$ cat src/hw/bprb_pkg.sv
// Constants shared by the battery-protect register bank ends: map, field positions, host controller map.
// Assumes both ends run on one clock, clk_sys at 50 MHz, with synchronous active-high reset.
// Function
// Written one bits take their stated effect
// Status bit reads one while condition present
// Fault flags latched, cleared by status read
// Other status bits follow condition directly
// Host writes zero into reserved bits
// Host never writes addresses 09H to FFH
// Host ignores reserved bits on reads
// Sleep cleared by reset, wake edge, write
// Enabled faults clear both switch-on bits
// Switch bits drive outputs, read drive state
// Guarded settings writes need enable bit set
// Read clears flag only when fault gone
// Wake status follows pin and polarity
// Writes to status registers are ignored
package bprb_pkg;
  localparam logic [7:0] ADDR_CONFIG_STATUS  = 8'h00;
  localparam logic [7:0] ADDR_FAULT_STATUS   = 8'h01;
  localparam logic [7:0] ADDR_UNUSED_SLOT    = 8'h02;
  localparam logic [7:0] ADDR_ANALOG_SELECT  = 8'h03;
  localparam logic [7:0] ADDR_SWITCH_DRIVE   = 8'h04;
  localparam logic [7:0] ADDR_DISCHARGE_SET  = 8'h05;
  localparam logic [7:0] ADDR_CHARGE_SET     = 8'h06;
  localparam logic [7:0] ADDR_FEATURE_SET    = 8'h07;
  localparam logic [7:0] ADDR_WRITE_GUARD    = 8'h08;
  localparam logic [7:0] ADDR_LAST_VALID     = 8'h08;

  localparam int CFG_SINGLE_BIT      = 5;
  localparam int CFG_WAKE_BIT        = 4;
  localparam int FLT_LOAD_FAIL_BIT   = 3;
  localparam int FLT_SHORT_BIT       = 2;
  localparam int FLT_DIS_OC_BIT      = 1;
  localparam int FLT_CHG_OC_BIT      = 0;
  localparam int DRV_SLEEP_BIT       = 7;
  localparam int DRV_LOAD_MON_BIT    = 6;
  localparam int DRV_CHARGE_BIT      = 1;
  localparam int DRV_DISCHARGE_BIT   = 0;
  localparam int DSET_OC_DISABLE_BIT = 7;
  localparam int DSET_SC_DISABLE_BIT = 4;
  localparam int CSET_OC_DISABLE_BIT = 7;
  localparam int FEAT_FORCE_POR_BIT  = 2;
  localparam int FEAT_WAKE_DIS_BIT   = 1;
  localparam int FEAT_WAKE_POL_BIT   = 0;
  localparam int GUARD_FEATURE_BIT   = 7;
  localparam int GUARD_CHARGE_BIT    = 6;
  localparam int GUARD_DISCHARGE_BIT = 5;

  localparam logic       SINGLE_FRONT_END_VALUE = 1'b1;
  localparam logic [7:0] RESET_VALUE            = 8'h00;
  localparam logic [5:0] FAULT_RESET_VALUE      = 6'h00;

  // Bits that exist in each register; the rest are reserved
  localparam logic [7:0] MASK_CONFIG_STATUS = 8'h30;
  localparam logic [7:0] MASK_FAULT_STATUS  = 8'h3F;
  localparam logic [7:0] MASK_ANALOG_SELECT = 8'hCF;
  localparam logic [7:0] MASK_SWITCH_DRIVE  = 8'hC3;
  localparam logic [7:0] MASK_SETTINGS      = 8'hFF;
  localparam logic [7:0] MASK_WRITE_GUARD   = 8'hF8;
  localparam logic [7:0] MASK_NONE          = 8'h00;

  function automatic logic [7:0] bprb_field_mask(input logic [7:0] addr);
    case (addr)
      ADDR_CONFIG_STATUS: bprb_field_mask = MASK_CONFIG_STATUS;
      ADDR_FAULT_STATUS:  bprb_field_mask = MASK_FAULT_STATUS;
      ADDR_ANALOG_SELECT: bprb_field_mask = MASK_ANALOG_SELECT;
      ADDR_SWITCH_DRIVE:  bprb_field_mask = MASK_SWITCH_DRIVE;
      ADDR_DISCHARGE_SET: bprb_field_mask = MASK_SETTINGS;
      ADDR_CHARGE_SET:    bprb_field_mask = MASK_SETTINGS;
      ADDR_FEATURE_SET:   bprb_field_mask = MASK_SETTINGS;
      ADDR_WRITE_GUARD:   bprb_field_mask = MASK_WRITE_GUARD;
      default:            bprb_field_mask = MASK_NONE;
    endcase
  endfunction

  // Host controller APB map
  localparam logic [7:0] APB_COMMAND    = 8'h00;
  localparam logic [7:0] APB_STATUS     = 8'h04;
  localparam logic [7:0] APB_IRQ_STATUS = 8'h08;
  localparam logic [7:0] APB_IRQ_CLEAR  = 8'h0C;
  localparam logic [7:0] APB_IRQ_ENABLE = 8'h10;
  localparam int CMD_WRITE_BIT    = 16;
  localparam int STAT_BUSY_BIT    = 0;
  localparam int IRQ_DONE_BIT     = 0;
  localparam int IRQ_REFUSED_BIT  = 1;
  localparam logic [1:0] IRQ_RESET_VALUE = 2'h0;
endpackage

$ cat src/hw/bprb_link_if.sv
// Register access link between the pack controller and the protection front end.
// Assumes both ends share clk_sys; req is a level held until ack, ack is a one-cycle pulse.
`timescale 1ns/10ps
interface bprb_link_if;
  logic       req;
  logic       we;
  logic [7:0] addr;
  logic [7:0] wdata;
  logic       ack;
  logic [7:0] rdata;
  modport device (input req, input we, input addr, input wdata, output ack, output rdata);
  modport host   (output req, output we, output addr, output wdata, input ack, input rdata);
endinterface

$ cat src/hw/bprb_device.sv
// Register bank of the protection front end, reached over the register access link.
// Assumes fault conditions and the wake pin arrive asynchronously; srst stands for power-on reset.
`timescale 1ns/10ps
module bprb_device
  import bprb_pkg::*;
(
  input  wire logic        clk_sys,
  input  wire logic        srst,
  bprb_link_if.device      link,
  input  wire logic        external_overheat_cond,
  input  wire logic        internal_overheat_cond,
  input  wire logic        load_failure_cond,
  input  wire logic        discharge_short_cond,
  input  wire logic        discharge_overcurrent_cond,
  input  wire logic        charge_overcurrent_cond,
  input  wire logic        wake_pin,
  output logic             wake_pin_status,
  output logic [5:0]       fault_flags,
  output logic [3:0]       analog_select,
  output logic [3:0]       user_flags,
  output logic             sleep_force,
  output logic             load_monitor_connect,
  output logic             charge_switch_on,
  output logic             discharge_switch_on,
  output logic [7:0]       discharge_settings,
  output logic [7:0]       charge_settings,
  output logic [7:0]       feature_settings,
  output logic             force_por_pulse
);
  typedef struct packed {
    logic [5:0] faults;
    logic       wake_status;
    logic [3:0] aout;
    logic       user_flag_a;
    logic       user_flag_b;
    logic       user_flag_c;
    logic       user_flag_d;
    logic       sleep;
    logic       load_mon;
    logic       chg_on;
    logic       dis_on;
    logic [7:0] dset;
    logic [7:0] cset;
    logic [7:0] fset;
    logic       feature_write_enable;
    logic       charge_write_enable;
    logic       discharge_write_enable;
    logic       force_por;
    logic       taken;
    logic       ack;
    logic [7:0] rdata;
  } bprb_dev_state_type;

  bprb_dev_state_type state_reg;
  bprb_dev_state_type state_next;
  logic [6:0]         sync_in;
  logic [6:0]         sync_val;
  logic [5:0]         cond;
  logic               take;
  logic               wr;
  logic               rd;
  logic               wake_now;
  logic               trip;
  logic [7:0]         rd_value;

  assign sync_in = {wake_pin, external_overheat_cond, internal_overheat_cond, load_failure_cond,
                    discharge_short_cond, discharge_overcurrent_cond, charge_overcurrent_cond};

  bprb_sync #(.WIDTH(7)) u_sync (
    .clk_sys  (clk_sys),
    .srst     (srst),
    .async_in (sync_in),
    .sync_out (sync_val)
  );

  always_comb begin
    state_next           = state_reg;
    state_next.ack       = 1'b0;
    state_next.force_por = 1'b0;
    take     = link.req && !state_reg.taken;
    wr       = take && link.we;
    rd       = take && !link.we;
    state_next.taken = link.req;
    state_next.ack   = take;

    // Load failure only counts while the load monitor is connected
    cond = sync_val[5:0];
    cond[FLT_LOAD_FAIL_BIT] = sync_val[FLT_LOAD_FAIL_BIT] && state_reg.load_mon;

    wake_now = !state_reg.fset[FEAT_WAKE_DIS_BIT]
               && !(sync_val[6] ^ state_reg.fset[FEAT_WAKE_POL_BIT]);
    state_next.wake_status = wake_now;

    // A read clears only faults that are gone; a present fault wins over the clear
    if (rd && link.addr == ADDR_FAULT_STATUS) begin
      state_next.faults = cond;
    end else begin
      state_next.faults = state_reg.faults | cond;
    end

    if (wr) begin
      case (link.addr)
        ADDR_ANALOG_SELECT: begin
          state_next.user_flag_b = link.wdata[7];
          state_next.user_flag_a = link.wdata[6];
          state_next.aout        = link.wdata[3:0];
        end
        ADDR_SWITCH_DRIVE: begin
          state_next.sleep    = link.wdata[DRV_SLEEP_BIT];
          state_next.load_mon = link.wdata[DRV_LOAD_MON_BIT];
          state_next.chg_on   = link.wdata[DRV_CHARGE_BIT];
          state_next.dis_on   = link.wdata[DRV_DISCHARGE_BIT];
        end
        ADDR_DISCHARGE_SET: begin
          if (state_reg.discharge_write_enable) begin
            state_next.dset = link.wdata;
          end
        end
        ADDR_CHARGE_SET: begin
          if (state_reg.charge_write_enable) begin
            state_next.cset = link.wdata;
          end
        end
        ADDR_FEATURE_SET: begin
          if (state_reg.feature_write_enable) begin
            // Force-reset is an action, not a setting, so it never sticks
            state_next.fset = link.wdata & ~(8'h01 << FEAT_FORCE_POR_BIT);
            state_next.force_por = link.wdata[FEAT_FORCE_POR_BIT];
          end
        end
        ADDR_WRITE_GUARD: begin
          state_next.feature_write_enable   = link.wdata[GUARD_FEATURE_BIT];
          state_next.charge_write_enable    = link.wdata[GUARD_CHARGE_BIT];
          state_next.discharge_write_enable = link.wdata[GUARD_DISCHARGE_BIT];
          state_next.user_flag_d            = link.wdata[4];
          state_next.user_flag_c            = link.wdata[3];
        end
        default: begin
          // Status, unused and reserved addresses take no write
          state_next.aout = state_reg.aout;
        end
      endcase
    end

    // Wake edge beats a same-cycle sleep write, so the pack cannot miss a wake
    if (wake_now && !state_reg.wake_status) begin
      state_next.sleep = 1'b0;
    end

    trip = (cond[FLT_SHORT_BIT]  && !state_reg.dset[DSET_SC_DISABLE_BIT])
        || (cond[FLT_DIS_OC_BIT] && !state_reg.dset[DSET_OC_DISABLE_BIT])
        || (cond[FLT_CHG_OC_BIT] && !state_reg.cset[CSET_OC_DISABLE_BIT]);
    if (trip) begin
      state_next.chg_on = 1'b0;
      state_next.dis_on = 1'b0;
    end

    case (link.addr)
      ADDR_CONFIG_STATUS: rd_value = {2'b00, SINGLE_FRONT_END_VALUE, state_reg.wake_status, 4'h0};
      ADDR_FAULT_STATUS:  rd_value = {2'b00, state_reg.faults};
      ADDR_ANALOG_SELECT: rd_value = {state_reg.user_flag_b, state_reg.user_flag_a, 2'b00, state_reg.aout};
      ADDR_SWITCH_DRIVE:  rd_value = {state_reg.sleep, state_reg.load_mon, 4'h0,
                                      state_reg.chg_on, state_reg.dis_on};
      ADDR_DISCHARGE_SET: rd_value = state_reg.dset;
      ADDR_CHARGE_SET:    rd_value = state_reg.cset;
      ADDR_FEATURE_SET:   rd_value = state_reg.fset;
      ADDR_WRITE_GUARD:   rd_value = {state_reg.feature_write_enable, state_reg.charge_write_enable,
                                      state_reg.discharge_write_enable, state_reg.user_flag_d,
                                      state_reg.user_flag_c, 3'b000};
      default:            rd_value = RESET_VALUE;
    endcase
    if (rd) begin
      state_next.rdata = rd_value;
    end
  end

  always_ff @(posedge clk_sys) begin
    if (srst) begin
      state_reg <= '0;
    end else begin
      state_reg <= state_next;
    end
  end

  assign link.ack             = state_reg.ack;
  assign link.rdata           = state_reg.rdata;
  assign wake_pin_status      = state_reg.wake_status;
  assign fault_flags          = state_reg.faults;
  assign analog_select        = state_reg.aout;
  assign user_flags           = {state_reg.user_flag_d, state_reg.user_flag_c,
                                 state_reg.user_flag_b, state_reg.user_flag_a};
  assign sleep_force          = state_reg.sleep;
  assign load_monitor_connect = state_reg.load_mon;
  assign charge_switch_on     = state_reg.chg_on;
  assign discharge_switch_on  = state_reg.dis_on;
  assign discharge_settings   = state_reg.dset;
  assign charge_settings      = state_reg.cset;
  assign feature_settings     = state_reg.fset;
  assign force_por_pulse      = state_reg.force_por;
endmodule // bprb_device

$ cat src/hw/bprb_sync.sv
// Three-stage input synchroniser with agreement filter, one lane per bit.
// Assumes inputs are asynchronous to clk_sys.
`timescale 1ns/10ps
module bprb_sync #(
  parameter int WIDTH = 1
) (
  input  wire logic             clk_sys,
  input  wire logic             srst,
  input  wire logic [WIDTH-1:0] async_in,
  output logic      [WIDTH-1:0] sync_out
);
  typedef struct packed {
    logic [WIDTH-1:0] stage1;
    logic [WIDTH-1:0] stage2;
    logic [WIDTH-1:0] stage3;
    logic [WIDTH-1:0] value;
  } bprb_sync_state_type;

  bprb_sync_state_type state_reg;
  bprb_sync_state_type state_next;

  always_comb begin
    state_next        = state_reg;
    state_next.stage1 = async_in;
    state_next.stage2 = state_reg.stage1;
    state_next.stage3 = state_reg.stage2;
    // A lane moves only once two settled stages agree
    for (int i = 0; i < WIDTH; i++) begin
      if (state_reg.stage2[i] == state_reg.stage3[i]) begin
        state_next.value[i] = state_reg.stage3[i];
      end
    end
  end

  always_ff @(posedge clk_sys) begin
    if (srst) begin
      state_reg <= '0;
    end else begin
      state_reg <= state_next;
    end
  end

  assign sync_out = state_reg.value;
endmodule // bprb_sync

$ cat src/flat_wrapper.sv
// flat-port wrapper written by rule: the top's interface ports become plain ports
module bprb_device_flat import bprb_pkg::*;
  (clk_sys, srst, external_overheat_cond, internal_overheat_cond, load_failure_cond, discharge_short_cond, discharge_overcurrent_cond, charge_overcurrent_cond, wake_pin, wake_pin_status, fault_flags, analog_select, user_flags, sleep_force, load_monitor_connect, charge_switch_on, discharge_switch_on, discharge_settings, charge_settings, feature_settings, force_por_pulse, link_req, link_we, link_addr, link_wdata, link_ack, link_rdata);
  bprb_link_if link_i ();
  input  wire logic clk_sys;
  input  wire logic srst;
  input  wire logic external_overheat_cond;
  input  wire logic internal_overheat_cond;
  input  wire logic load_failure_cond;
  input  wire logic discharge_short_cond;
  input  wire logic discharge_overcurrent_cond;
  input  wire logic charge_overcurrent_cond;
  input  wire logic wake_pin;
  output logic wake_pin_status;
  output logic [5:0] fault_flags;
  output logic [3:0] analog_select;
  output logic [3:0] user_flags;
  output logic sleep_force;
  output logic load_monitor_connect;
  output logic charge_switch_on;
  output logic discharge_switch_on;
  output logic [7:0] discharge_settings;
  output logic [7:0] charge_settings;
  output logic [7:0] feature_settings;
  output logic force_por_pulse;
  input wire logic [$bits(link_i.req)-1:0] link_req;
  input wire logic [$bits(link_i.we)-1:0] link_we;
  input wire logic [$bits(link_i.addr)-1:0] link_addr;
  input wire logic [$bits(link_i.wdata)-1:0] link_wdata;
  output wire logic [$bits(link_i.ack)-1:0] link_ack;
  output wire logic [$bits(link_i.rdata)-1:0] link_rdata;
  assign link_i.req = link_req;
  assign link_i.we = link_we;
  assign link_i.addr = link_addr;
  assign link_i.wdata = link_wdata;
  assign link_ack = link_i.ack;
  assign link_rdata = link_i.rdata;
  bprb_device u_core (.clk_sys(clk_sys), .srst(srst), .link(link_i), .external_overheat_cond(external_overheat_cond), .internal_overheat_cond(internal_overheat_cond), .load_failure_cond(load_failure_cond), .discharge_short_cond(discharge_short_cond), .discharge_overcurrent_cond(discharge_overcurrent_cond), .charge_overcurrent_cond(charge_overcurrent_cond), .wake_pin(wake_pin), .wake_pin_status(wake_pin_status), .fault_flags(fault_flags), .analog_select(analog_select), .user_flags(user_flags), .sleep_force(sleep_force), .load_monitor_connect(load_monitor_connect), .charge_switch_on(charge_switch_on), .discharge_switch_on(discharge_switch_on), .discharge_settings(discharge_settings), .charge_settings(charge_settings), .feature_settings(feature_settings), .force_por_pulse(force_por_pulse));
endmodule
$ cat config.mk
export PLATFORM = sky130hd
export DESIGN_NAME = bprb_device_flat
export DESIGN_NICKNAME = d
export VERILOG_FILES = /design/src/hw/bprb_pkg.sv /design/src/hw/bprb_link_if.sv /design/src/hw/bprb_device.sv /design/src/hw/bprb_sync.sv /design/src/flat_wrapper.sv
export SDC_FILE = /design/constraint.sdc
export NUM_CORES = 1
export LEC_CHECK = 0
export BUFFER_PORTS_ARGS = -buffer_cell sky130_fd_sc_hd__buf_2
export CAP_MARGIN = 30
export CORE_MARGIN = 10
export CORE_UTILIZATION = 54
export DETAILED_ROUTE_END_ITERATION = 10
export PLACE_DENSITY_LB_ADDON = 0.1
export SETUP_SLACK_MARGIN = 0.05
export SYNTH_ARGS = -nofsm -noshare
export SYNTH_HDL_FRONTEND = slang
export SYNTH_SLANG_ARGS = --single-unit
$ cat constraint.sdc
create_clock -name clk_sys -period 2.1 [get_ports clk_sys]
set_clock_uncertainty 0.05 [all_clocks]
set_input_delay 0.21 -clock clk_sys [delete_from_list [all_inputs] [get_ports clk_sys]]
set_output_delay 0.21 -clock clk_sys [all_outputs]
set_load 0.02 [all_outputs]
**Word-level counts from Yosys, hierarchy flattened**

Cells that the tools add are included.

- Register bits after elaboration: 84
- Input port bits: 27
- Output and inout bits: 53
- Word-level logic and storage cells: 82

- Eq/ne operators: 14
- Muxes and demuxes: 2
- Bitwise gates (word level): 5
- Reduce and logical (&&, ||, !) cells: 30

Operators with widths:

| operator | number |
|---|---|
| 8-bit case mux with 8 select lines | 1 |
| 8-bit by 3-bit == test with 1-bit output (second input constant) | 4 |
| 1-bit logical AND | 10 |
| 3-bit AND reduction | 3 |
| 8-bit by 1-bit == test with 1-bit output (second input constant) | 1 |
| 8-bit by 2-bit == test with 1-bit output (second input constant) | 1 |
| 8-bit by 4-bit == test with 1-bit output (second input constant) | 1 |
| 1-bit zero test | 8 |
| 8-bit zero test | 1 |
| 1-bit == test | 7 |
| 6-bit two-way mux | 1 |
| 6-bit bitwise OR | 1 |
| 2-bit AND reduction | 3 |
| 2-bit OR reduction | 2 |
| 4-bit OR reduction | 1 |
| 1-bit inverter | 3 |
| 1-bit logical OR | 2 |
| 1-bit bitwise XOR | 1 |

**Depth between registers and ports, before layout**

Gate-level depths: netlist of run 1.

- Depth after elaboration: 5
- Gate-level depth with buffers: 6
- Depth with buffers taken out: 4

**By module**

A second synthesis of run 1 with hierarchy kept.

- Cells, all modules: 391
- Area total of the unflattened synthesis: 3898.7 um2

By module, submodules not included:

| module | times used | cells an instance | area an instance (um2) | sequential area each (um2) |
|---|---|---|---|---|
| bprb_device | 1 | 311 | 2932.8 | 1121.1 |
| bprb_sync | 1 | 80 | 965.9 | 560.5 |

**Worst setup path after synthesis of run 1**

Ideal clock, no wire load.

- Path kind: input to register
- Start: in link_addr[5]
- End: reg u_core.state_reg, in the netlist u_core.discharge_settings[0]
- Library setup time: 0.128 ns
- Arrival: 1.746 ns
- Required time: 1.922 ns
- Slack: 0.177 ns
- Stages: 6
- Path buffers: 2
- Cell sequence: or4_1 -> clkbuf_2 -> or4_1 -> buf_6 -> mux2i_1 -> nor2_1

- Longest elaborated chain between the ends: 2

RTL lines:

| element | RTL line | source |
|---|---|---|
| start, declared | flat_wrapper.sv:28 | `input wire logic [$bits(link_i.addr)-1:0] link_addr;` |
| 8-bit by 3-bit == test with 1-bit output | bprb_device.sv:102 | `case (link.addr)` |
| 3-bit AND reduction (no source line) | -- |  |
| end signal, assigned | bprb_device.sv:181 | `state_reg <= state_next;` |
| end, declared | bprb_device.sv:54 | `bprb_dev_state_type state_reg;` |

Every way passes these cells.
A chain may end at the register's enable or synchronous reset.

**Worst setup path in the final report of run 1**

- Start: reg u_core.state_reg[9] in the netlist's numbering
- End: reg u_core.state_reg, in the netlist u_core.fault_flags[2]

- Longest elaborated chain between the ends: 5

RTL lines:

| element | RTL line | source |
|---|---|---|
| 1-bit zero test | bprb_device.sv:80 | `take = link.req && !state_reg.taken;` |
| 1-bit logical AND | bprb_device.sv:80 |  |
| 1-bit logical AND | bprb_device.sv:82 | `rd = take && !link.we;` |
| 1-bit logical AND | bprb_device.sv:95 | `if (rd && link.addr == ADDR_FAULT_STATUS) begin` |
| 6-bit two-way mux | bprb_device.sv:95 |  |

Every way passes these cells.

==> results_dict.tcl, run 1 <==
set metrics [dict create \
    grt_remaining_overflow 0 \
    syn_area_um2 3640 \
    layout_setup_ws_ns 0.356 \
    setup_tns_ns 0 \
    cp-end-kind "flop" \
    dp.cells 489 \
    globalplace.congestion 0.884 \
    yosysSeqAreaShare_pct 46.2 \
    required_ns 2.27 \
    status "finished, final reports clean" \
    critical_path_class "reg2reg" \
    drc 0 \
    cap_violations 0 \
    synth_area_leaders "dfxtp_1, mux2i_1, buf_4" \
    vias_per_cell 5.39 \
    postCtsSetupBuffers 0 \
    yosysTopAreaCell "dfxtp_1" \
    final_nets 450 \
    syn2layout_area_growth_pct 10.9 \
    tightest_slew_ns 0.606 \
    startpoint_type "flop" \
    coreArea_um2 6460 \
    ys_types 48 \
    max_slew_margin_pct 59.5 \
    period_share_pct 83.0 \
    clk_pin_slew_worst_paths_ns 0.08 \
    arrival_ns 1.92 \
    holdBufCountCts 0 \
    total_power_w 0.00301 \
    cts_max_level 3 \
    instances_no_fill 505 \
    grt_pass1_vias 2596 \
    yosysTopAreaCellShare_pct 46.2 \
    cts_resized 0 \
    p_leak_nw 1.91 \
    slew_viol_final 0 \
    synth_nets 408 \
    grt_max_degree 61 \
    drtIter0Drc 185 \
    fillers 574 \
    pre_cts_ws_ns 0.0703 \
    wl_per_cell_um 17.0 \
    ir_worst_vdd_mv 0.445 \
    synth_compound_gate_area_share_pct 8.28 \
    synth_cells 381 \
    wirelength_mm 8.60 \
    cp_max_fo 6 \
    placed_cell_area_um2 3830 \
    drive_gt1_share_pct 27.1 \
    synth-simple-area-share_pct 19.1 \
    hold_class "in2reg" \
    die_y_um 102 \
    powerDensity_nw_per_um2 744 \
    synthXorXnorAreaFrac_pct 0.240 \
    async_reset_ff_share_pct 0 \
    cts_root_buf "clkbuf_8" \
    grt_use_total_pct 16.7 \
    min_period_ns 1.74 \
    synth_warnings 0 \
    antenna_found_initial 0 \
    start_util_pct 56.4 \
    rsz0062_at_grt "no" \
    die_area_um2 10400 \
    synth-main-ff-cell "dfxtp_1" \
    ioPinCount 80 \
    synth_area_per_cell_um2 9.56 \
    vias 2721 \
    synth_top_family_by_area "simple AND/OR/NAND/NOR gates" \
    ctsLongestPathBuffers 2 \
    die_w_um 102 \
    clock_sinks 84 \
    synthAdderAreaFrac_pct 0 \
    cts_tree "built" \
    muxShareOfSynthArea_pct 13.9 \
    post-route-cell-area_um2 4040 \
    ys_ff_latch 84 \
    largest_register_ffs 14 \
    max_freq_ghz 0.573 \
    synth-edff-count 0 \
    dp_hpwl_mm 6.27 \
    first_pass_iters 4 \
    final_hold_viol_count 0 \
    clk_latency_ns 0.35 \
    std_cell_rows 29 \
    grt_pass1_wl_mm 13.7 \
    antenna_left 0 \
    setup-violations-final 0 \
    insertedDiodeCount 0 \
    cts_buffers 9 \
    io_buffers 78 \
]
[layer usage]
layer | global-route usage (%) | part of all wire [%] | vias to the layer above
met4 | 7.16 | 1.4 | 0
li1 | - | - | 1347
met1 | 21.2 | 45 | 1277
met2 | 25.5 | 45 | 88
met3 | 5.47 | 9.3 | 9
met5 | 0 | 0 | -
[final timing paths]
kind / cells after the start / startpoint / end / slack (ns)
worst max register to register: 4 / u_core.state_reg[9] / u_core.fault_flags[2] / 0.36
worst max-delay path: 4 / u_core.state_reg[9] / u_core.fault_flags[2] / 0.36
worst min register to register: 1 / u_core.u_sync.state_next[14] / u_core.u_sync.state_next[7] / 0.39
worst min-delay path: 2 / discharge_short_cond / u_core.u_sync.state_next[16] / 0.02
[worst max-delay path, stage by stage (launching register included)]
cell     delay [ns]
dfxtp_1        0.34
nor3b_1        0.42
nand4_1        0.45
a21oi_1        0.30
nor2_1         0.06
[synthesized netlist by cell type (all sizes together), types with 2 or more instances]
library cell / count
a21oi: 17
a221o: 2
a22o: 3
a32oi: 3
and3: 3
and3b: 2
buf: 52
clkbuf: 12
dfxtp: 84
inv: 5
mux2i: 45
mux4: 2
nand2: 21
nand2b: 3
nand3: 4
nand3b: 4
nand4: 4
nor2: 46
nor2b: 23
nor3: 5
nor3b: 3
nor4: 3
o21ai: 13
o22ai: 2
or4: 3
[layout make-up]
| type | instances | area, µm² | share of cell area (%) |
|---|---|---|---|
| Sequential cell | 84 | 1680 | 41.6 |
| Multi-Input combinational cell | 228 | 1520 | 37.5 |
| Timing Repair Buffer | 95 | 518 | 12.8 |
| Clock buffer | 12 | 135 | 3.34 |
| Tap cell | 77 | 96.3 | 2.38 |
| Clock inverter | 4 | 73.8 | 1.83 |
| Inverter | 5 | 18.8 | 0.465 |
[power by group]
part / internal, W / leakage, nW / total [W] / switching [W]
Combinational: 0.0000609 / 1.13 / 0.000161 / 0.000100
Sequential: 0.00161 / 0.681 / 0.00162 / 0.00000802
Clock: 0.000672 / 0.105 / 0.00123 / 0.000554
Total: 0.00234 / 1.91 / 0.00301 / 0.000663
[layout by cell type (no fill, tap or decap), types with 3 or more instances in the layout]
| cell type | Yosys | layout |
|---|---|---|
| a21oi_1 | 17 | 17 |
| a22o_1 | 3 | 3 |
| a32oi_1 | 3 | 3 |
| and3_1 | 3 | 3 |
| buf_2 | 2 | 78 |
| buf_4 | 46 | 17 |
| clkbuf_1 | 10 | 3 |
| clkbuf_8 | 0 | 9 |
| dfxtp_1 | 84 | 84 |
| inv_1 | 5 | 5 |
| mux2i_1 | 45 | 45 |
| nand2_1 | 21 | 21 |
| nand2b_1 | 3 | 3 |
| nand3_1 | 4 | 4 |
| nand3b_1 | 4 | 4 |
| nand4_1 | 4 | 4 |
| nor2_1 | 46 | 46 |
| nor2b_1 | 23 | 23 |
| nor3_1 | 4 | 4 |
| nor3b_1 | 3 | 3 |
| o21ai_0 | 13 | 13 |
| or4_1 | 3 | 3 |
[kinds of logic (layout without fill, tap and decap cells)]
family,count (synthesis),in the layout
buf+inv,69,116
simple gates,131,131
flops,84,84
xor+xnor,1,1
compound gates,47,47
other cells,1,1
mux,48,48
[metrics by stage]
stage | hold slack (ns) | util (%)
after floorplan | 0.288 | -
after global placement | 0.368 | 59.3
after detailed placement | 0.370 | 59.3
after CTS | 0.0111 | 62.6
after global routing | 0.0290 | 62.6
final | 0.0187 | 62.6
Power figures use the tool's default switching activity.
==> inputs of run 2 (changes only) <==
--- a/config.mk
+++ b/config.mk
@@ -8,7 +8,7 @@
 export BUFFER_PORTS_ARGS = -buffer_cell sky130_fd_sc_hd__buf_2
 export CAP_MARGIN = 30
 export CORE_MARGIN = 10
-export CORE_UTILIZATION = 54
+export CORE_UTILIZATION = 49
 export DETAILED_ROUTE_END_ITERATION = 10
 export PLACE_DENSITY_LB_ADDON = 0.1
 export SETUP_SLACK_MARGIN = 0.05
==> constraint.sdc (replaced) <==
create_clock -name clk_sys -period 1.4 [get_ports clk_sys]
set_clock_uncertainty 0.05 [all_clocks]
set_input_delay 0.14 -clock clk_sys [delete_from_list [all_inputs] [get_ports clk_sys]]
set_output_delay 0.14 -clock clk_sys [all_outputs]
set_load 0.02 [all_outputs]
==> results_dict.tcl, run 2 (synthesis results as in run 1) <==
set metrics [dict create \
    status "finished with violations" \
    violations "setup timing" \
    worst_path_max_delay_cell "dfxtp_1" \
    ctsLongestPathBuffers 2 \
    syn2layout_area_growth_pct 25.9 \
    reg2reg_from "u_core.state_reg[9]" \
    powerDensity_nw_per_um2 1080 \
    internal_power_w 0.00383 \
    post-route-cell-area_um2 4590 \
    layout_setup_ws_ns -0.181 \
    holdPathEnd "u_core.feature_settings[0]" \
    insertedDiodeCount 0 \
    cap_violations 0 \
    grt-busiest-layer "met2" \
    coreArea_um2 7250 \
    critical_path_class "reg2reg" \
    fillers 619 \
    die_area_um2 11300 \
    setup-violations-final 37 \
    clk_pin_slew_worst_paths_ns 0.09 \
    p_comb_share_pct 6.8 \
    r2r-end "u_core.user_flags[2]" \
    ioPinCount 80 \
    p_sw_share_pct 22.4 \
    cts_max_level 3 \
    dp_hpwl_mm 7.05 \
    grt_use_met3_pct 5.01 \
    hold_class "in2reg" \
    instances_no_fill 566 \
    use_met1_pct 21.1 \
    cts_tree "built" \
    arrival_ns 1.75 \
    cp-end-kind "flop" \
    final_cell_mix "dfxtp_1, buf_2, nor2_1" \
    globalplace.congestion 0.840 \
    p_leak_nw 2.17 \
    vias_per_cell 4.99 \
    grt_max_degree 44 \
    first_pass_iters 4 \
    die_w_um 106 \
    cp_cell_sequence "nand3b_1 -> buf_6 -> nor4_4 -> buf_4 -> mux2i_1 -> nor2_1" \
    layout_commonest_cell "dfxtp_1" \
    dp.cells 541 \
    io_buffers 78 \
    slew_viol_final 0 \
    grt_use_total_pct 16.8 \
    std_cell_rows 31 \
    largest_register_ffs 14 \
    seqPwrFrac_pct 49.3 \
    grt_pass1_vias 2901 \
    final_nets 489 \
    drc 0 \
    period_share_pct 113 \
    max_freq_ghz 0.632 \
    start_util_pct 50.2 \
    cts_root_buf "clkbuf_8" \
    min_period_ns 1.58 \
    worst_hold_startpoint "link_wdata[0]" \
    critPathMaxStageDelay_ns 0.31 \
    antenna_left 0 \
    final_hold_viol_count 0 \
    clkPwrFrac_pct 44.0 \
    drtIter0Drc 149 \
    placed_cell_area_um2 4140 \
    wl_per_cell_um 16.4 \
    drive_gt1_share_pct 36.6 \
    p_sw_w 0.00110 \
    rsz0062_at_grt "yes" \
    grt_pass1_wl_mm 15.2 \
    clock_sinks 84 \
    ir_worst_vdd_mv 0.873 \
    vias 2826 \
    met2_usage_pct 26.3 \
    required_ns 1.57 \
    wirelength_mm 9.28 \
    r2r_cells 6 \
    worstHoldPathCells 3 \
    grt_remaining_overflow 0 \
    clk_latency_ns 0.35 \
    cp_max_fo 4 \
    die_y_um 106 \
    startpoint_type "flop" \
    antenna_found_initial 0 \
    cts_buffers 9 \
    reg2reg_slack_ns -0.18 \
]
==> run 2: cell count changes in the layout (fill, tap and decap cells not counted), moves of 3 or more <==
cell / before / now
buf_4: 17 / 39
or4_1: 3 / 0
dlygate4sd3_1: 0 / 8
clkbuf_1: 3 / 0
a21oi_1: 17 / 10
a21oi_2: 0 / 7
or4_4: 0 / 3
buf_6: 0 / 8
==> run 2: how the worst max path moves through the flow <==
stage / end / slack, ns / startpoint
after global routing: u_core.user_flags[2] / -0.27 / u_core.state_reg[9]
after CTS: u_core.discharge_settings[7] / -0.19 / u_core.state_reg[9]
final: u_core.user_flags[2] / -0.18 / u_core.state_reg[9]
after floorplan: u_core.sleep_force / -0.44 / link_addr[5]
after global placement: u_core.charge_switch_on / -0.48 / link_addr[5]
after detailed placement: u_core.sleep_force / -0.49 / link_addr[5]
==> run 2: layout make-up <==
class                   count  area, µm²  area share (%)
multi-input cells         228       1630            35.6
flip-flops and latches     84       1680            36.7
repair buffers            134        873            19.0
clock inverters             6        118            2.56
well taps                  99        124            2.70
clock buffers              10        138            3.00
inverters                   5       18.8           0.409
==> run 2: power groups by stage <==
stage / sequential, W / clock [W] / combinational [W]
after floorplan: 0.00249 / 0 / 0.000147
after CTS: 0.00243 / 0.00221 / 0.000330
final: 0.00243 / 0.00217 / 0.000335
after global routing: 0.00243 / 0.00230 / 0.000364
after detailed placement: 0.00248 / 0 / 0.000306
after global placement: 0.00248 / 0 / 0.000303
==> run 2: metrics by stage <==
stage / utilization (%) / hold WS (ns) / setup slack (ns) / total power (W) / setup TNS (ns)
global placement: 57.1 / 0.304 / -0.479 / 0.00279 / -15.26
floorplan: - / 0.218 / -0.438 / 0.00263 / -7.81
CTS: 62.9 / 0.00710 / -0.192 / 0.00497 / -3.96
finish: 63.2 / 0.0275 / -0.181 / 0.00493 / -3.68
global route: 63.2 / 0.0147 / -0.275 / 0.00509 / -8.59
detailed placement: 57.1 / 0.307 / -0.494 / 0.00279 / -15.65
==> run 2: critical path: cells and delay by family, from the launching register on <==
kind | cells | cell delay (ns)
buffers and inverters | 2 | 0.39
flip-flops | 1 | 0.31
multiplexers | 1 | 0.18
AND/OR/NAND/NOR | 3 | 0.51
==> run 2: metal layers <==
| metal | vias to the layer above | wire length [µm] |
|---|---|---|
| met1 | 1310 | 4180 |
| met3 | 12 | 669 |
| met5 | - | 0 |
| li1 | 1430 | - |
| met4 | 0 | 147 |
| met2 | 74 | 4290 |
==> run 2: repair_timing <==
action | 4_1_cts | 5_1_grt
endpoints found under the hold margin | 8 | 0
endpoints found under the setup margin | 53 | 53
hold buffers | 8 | 0
resized for setup | 24 | 4
setup buffers | 0 | 1
pin swaps | 10 | 3
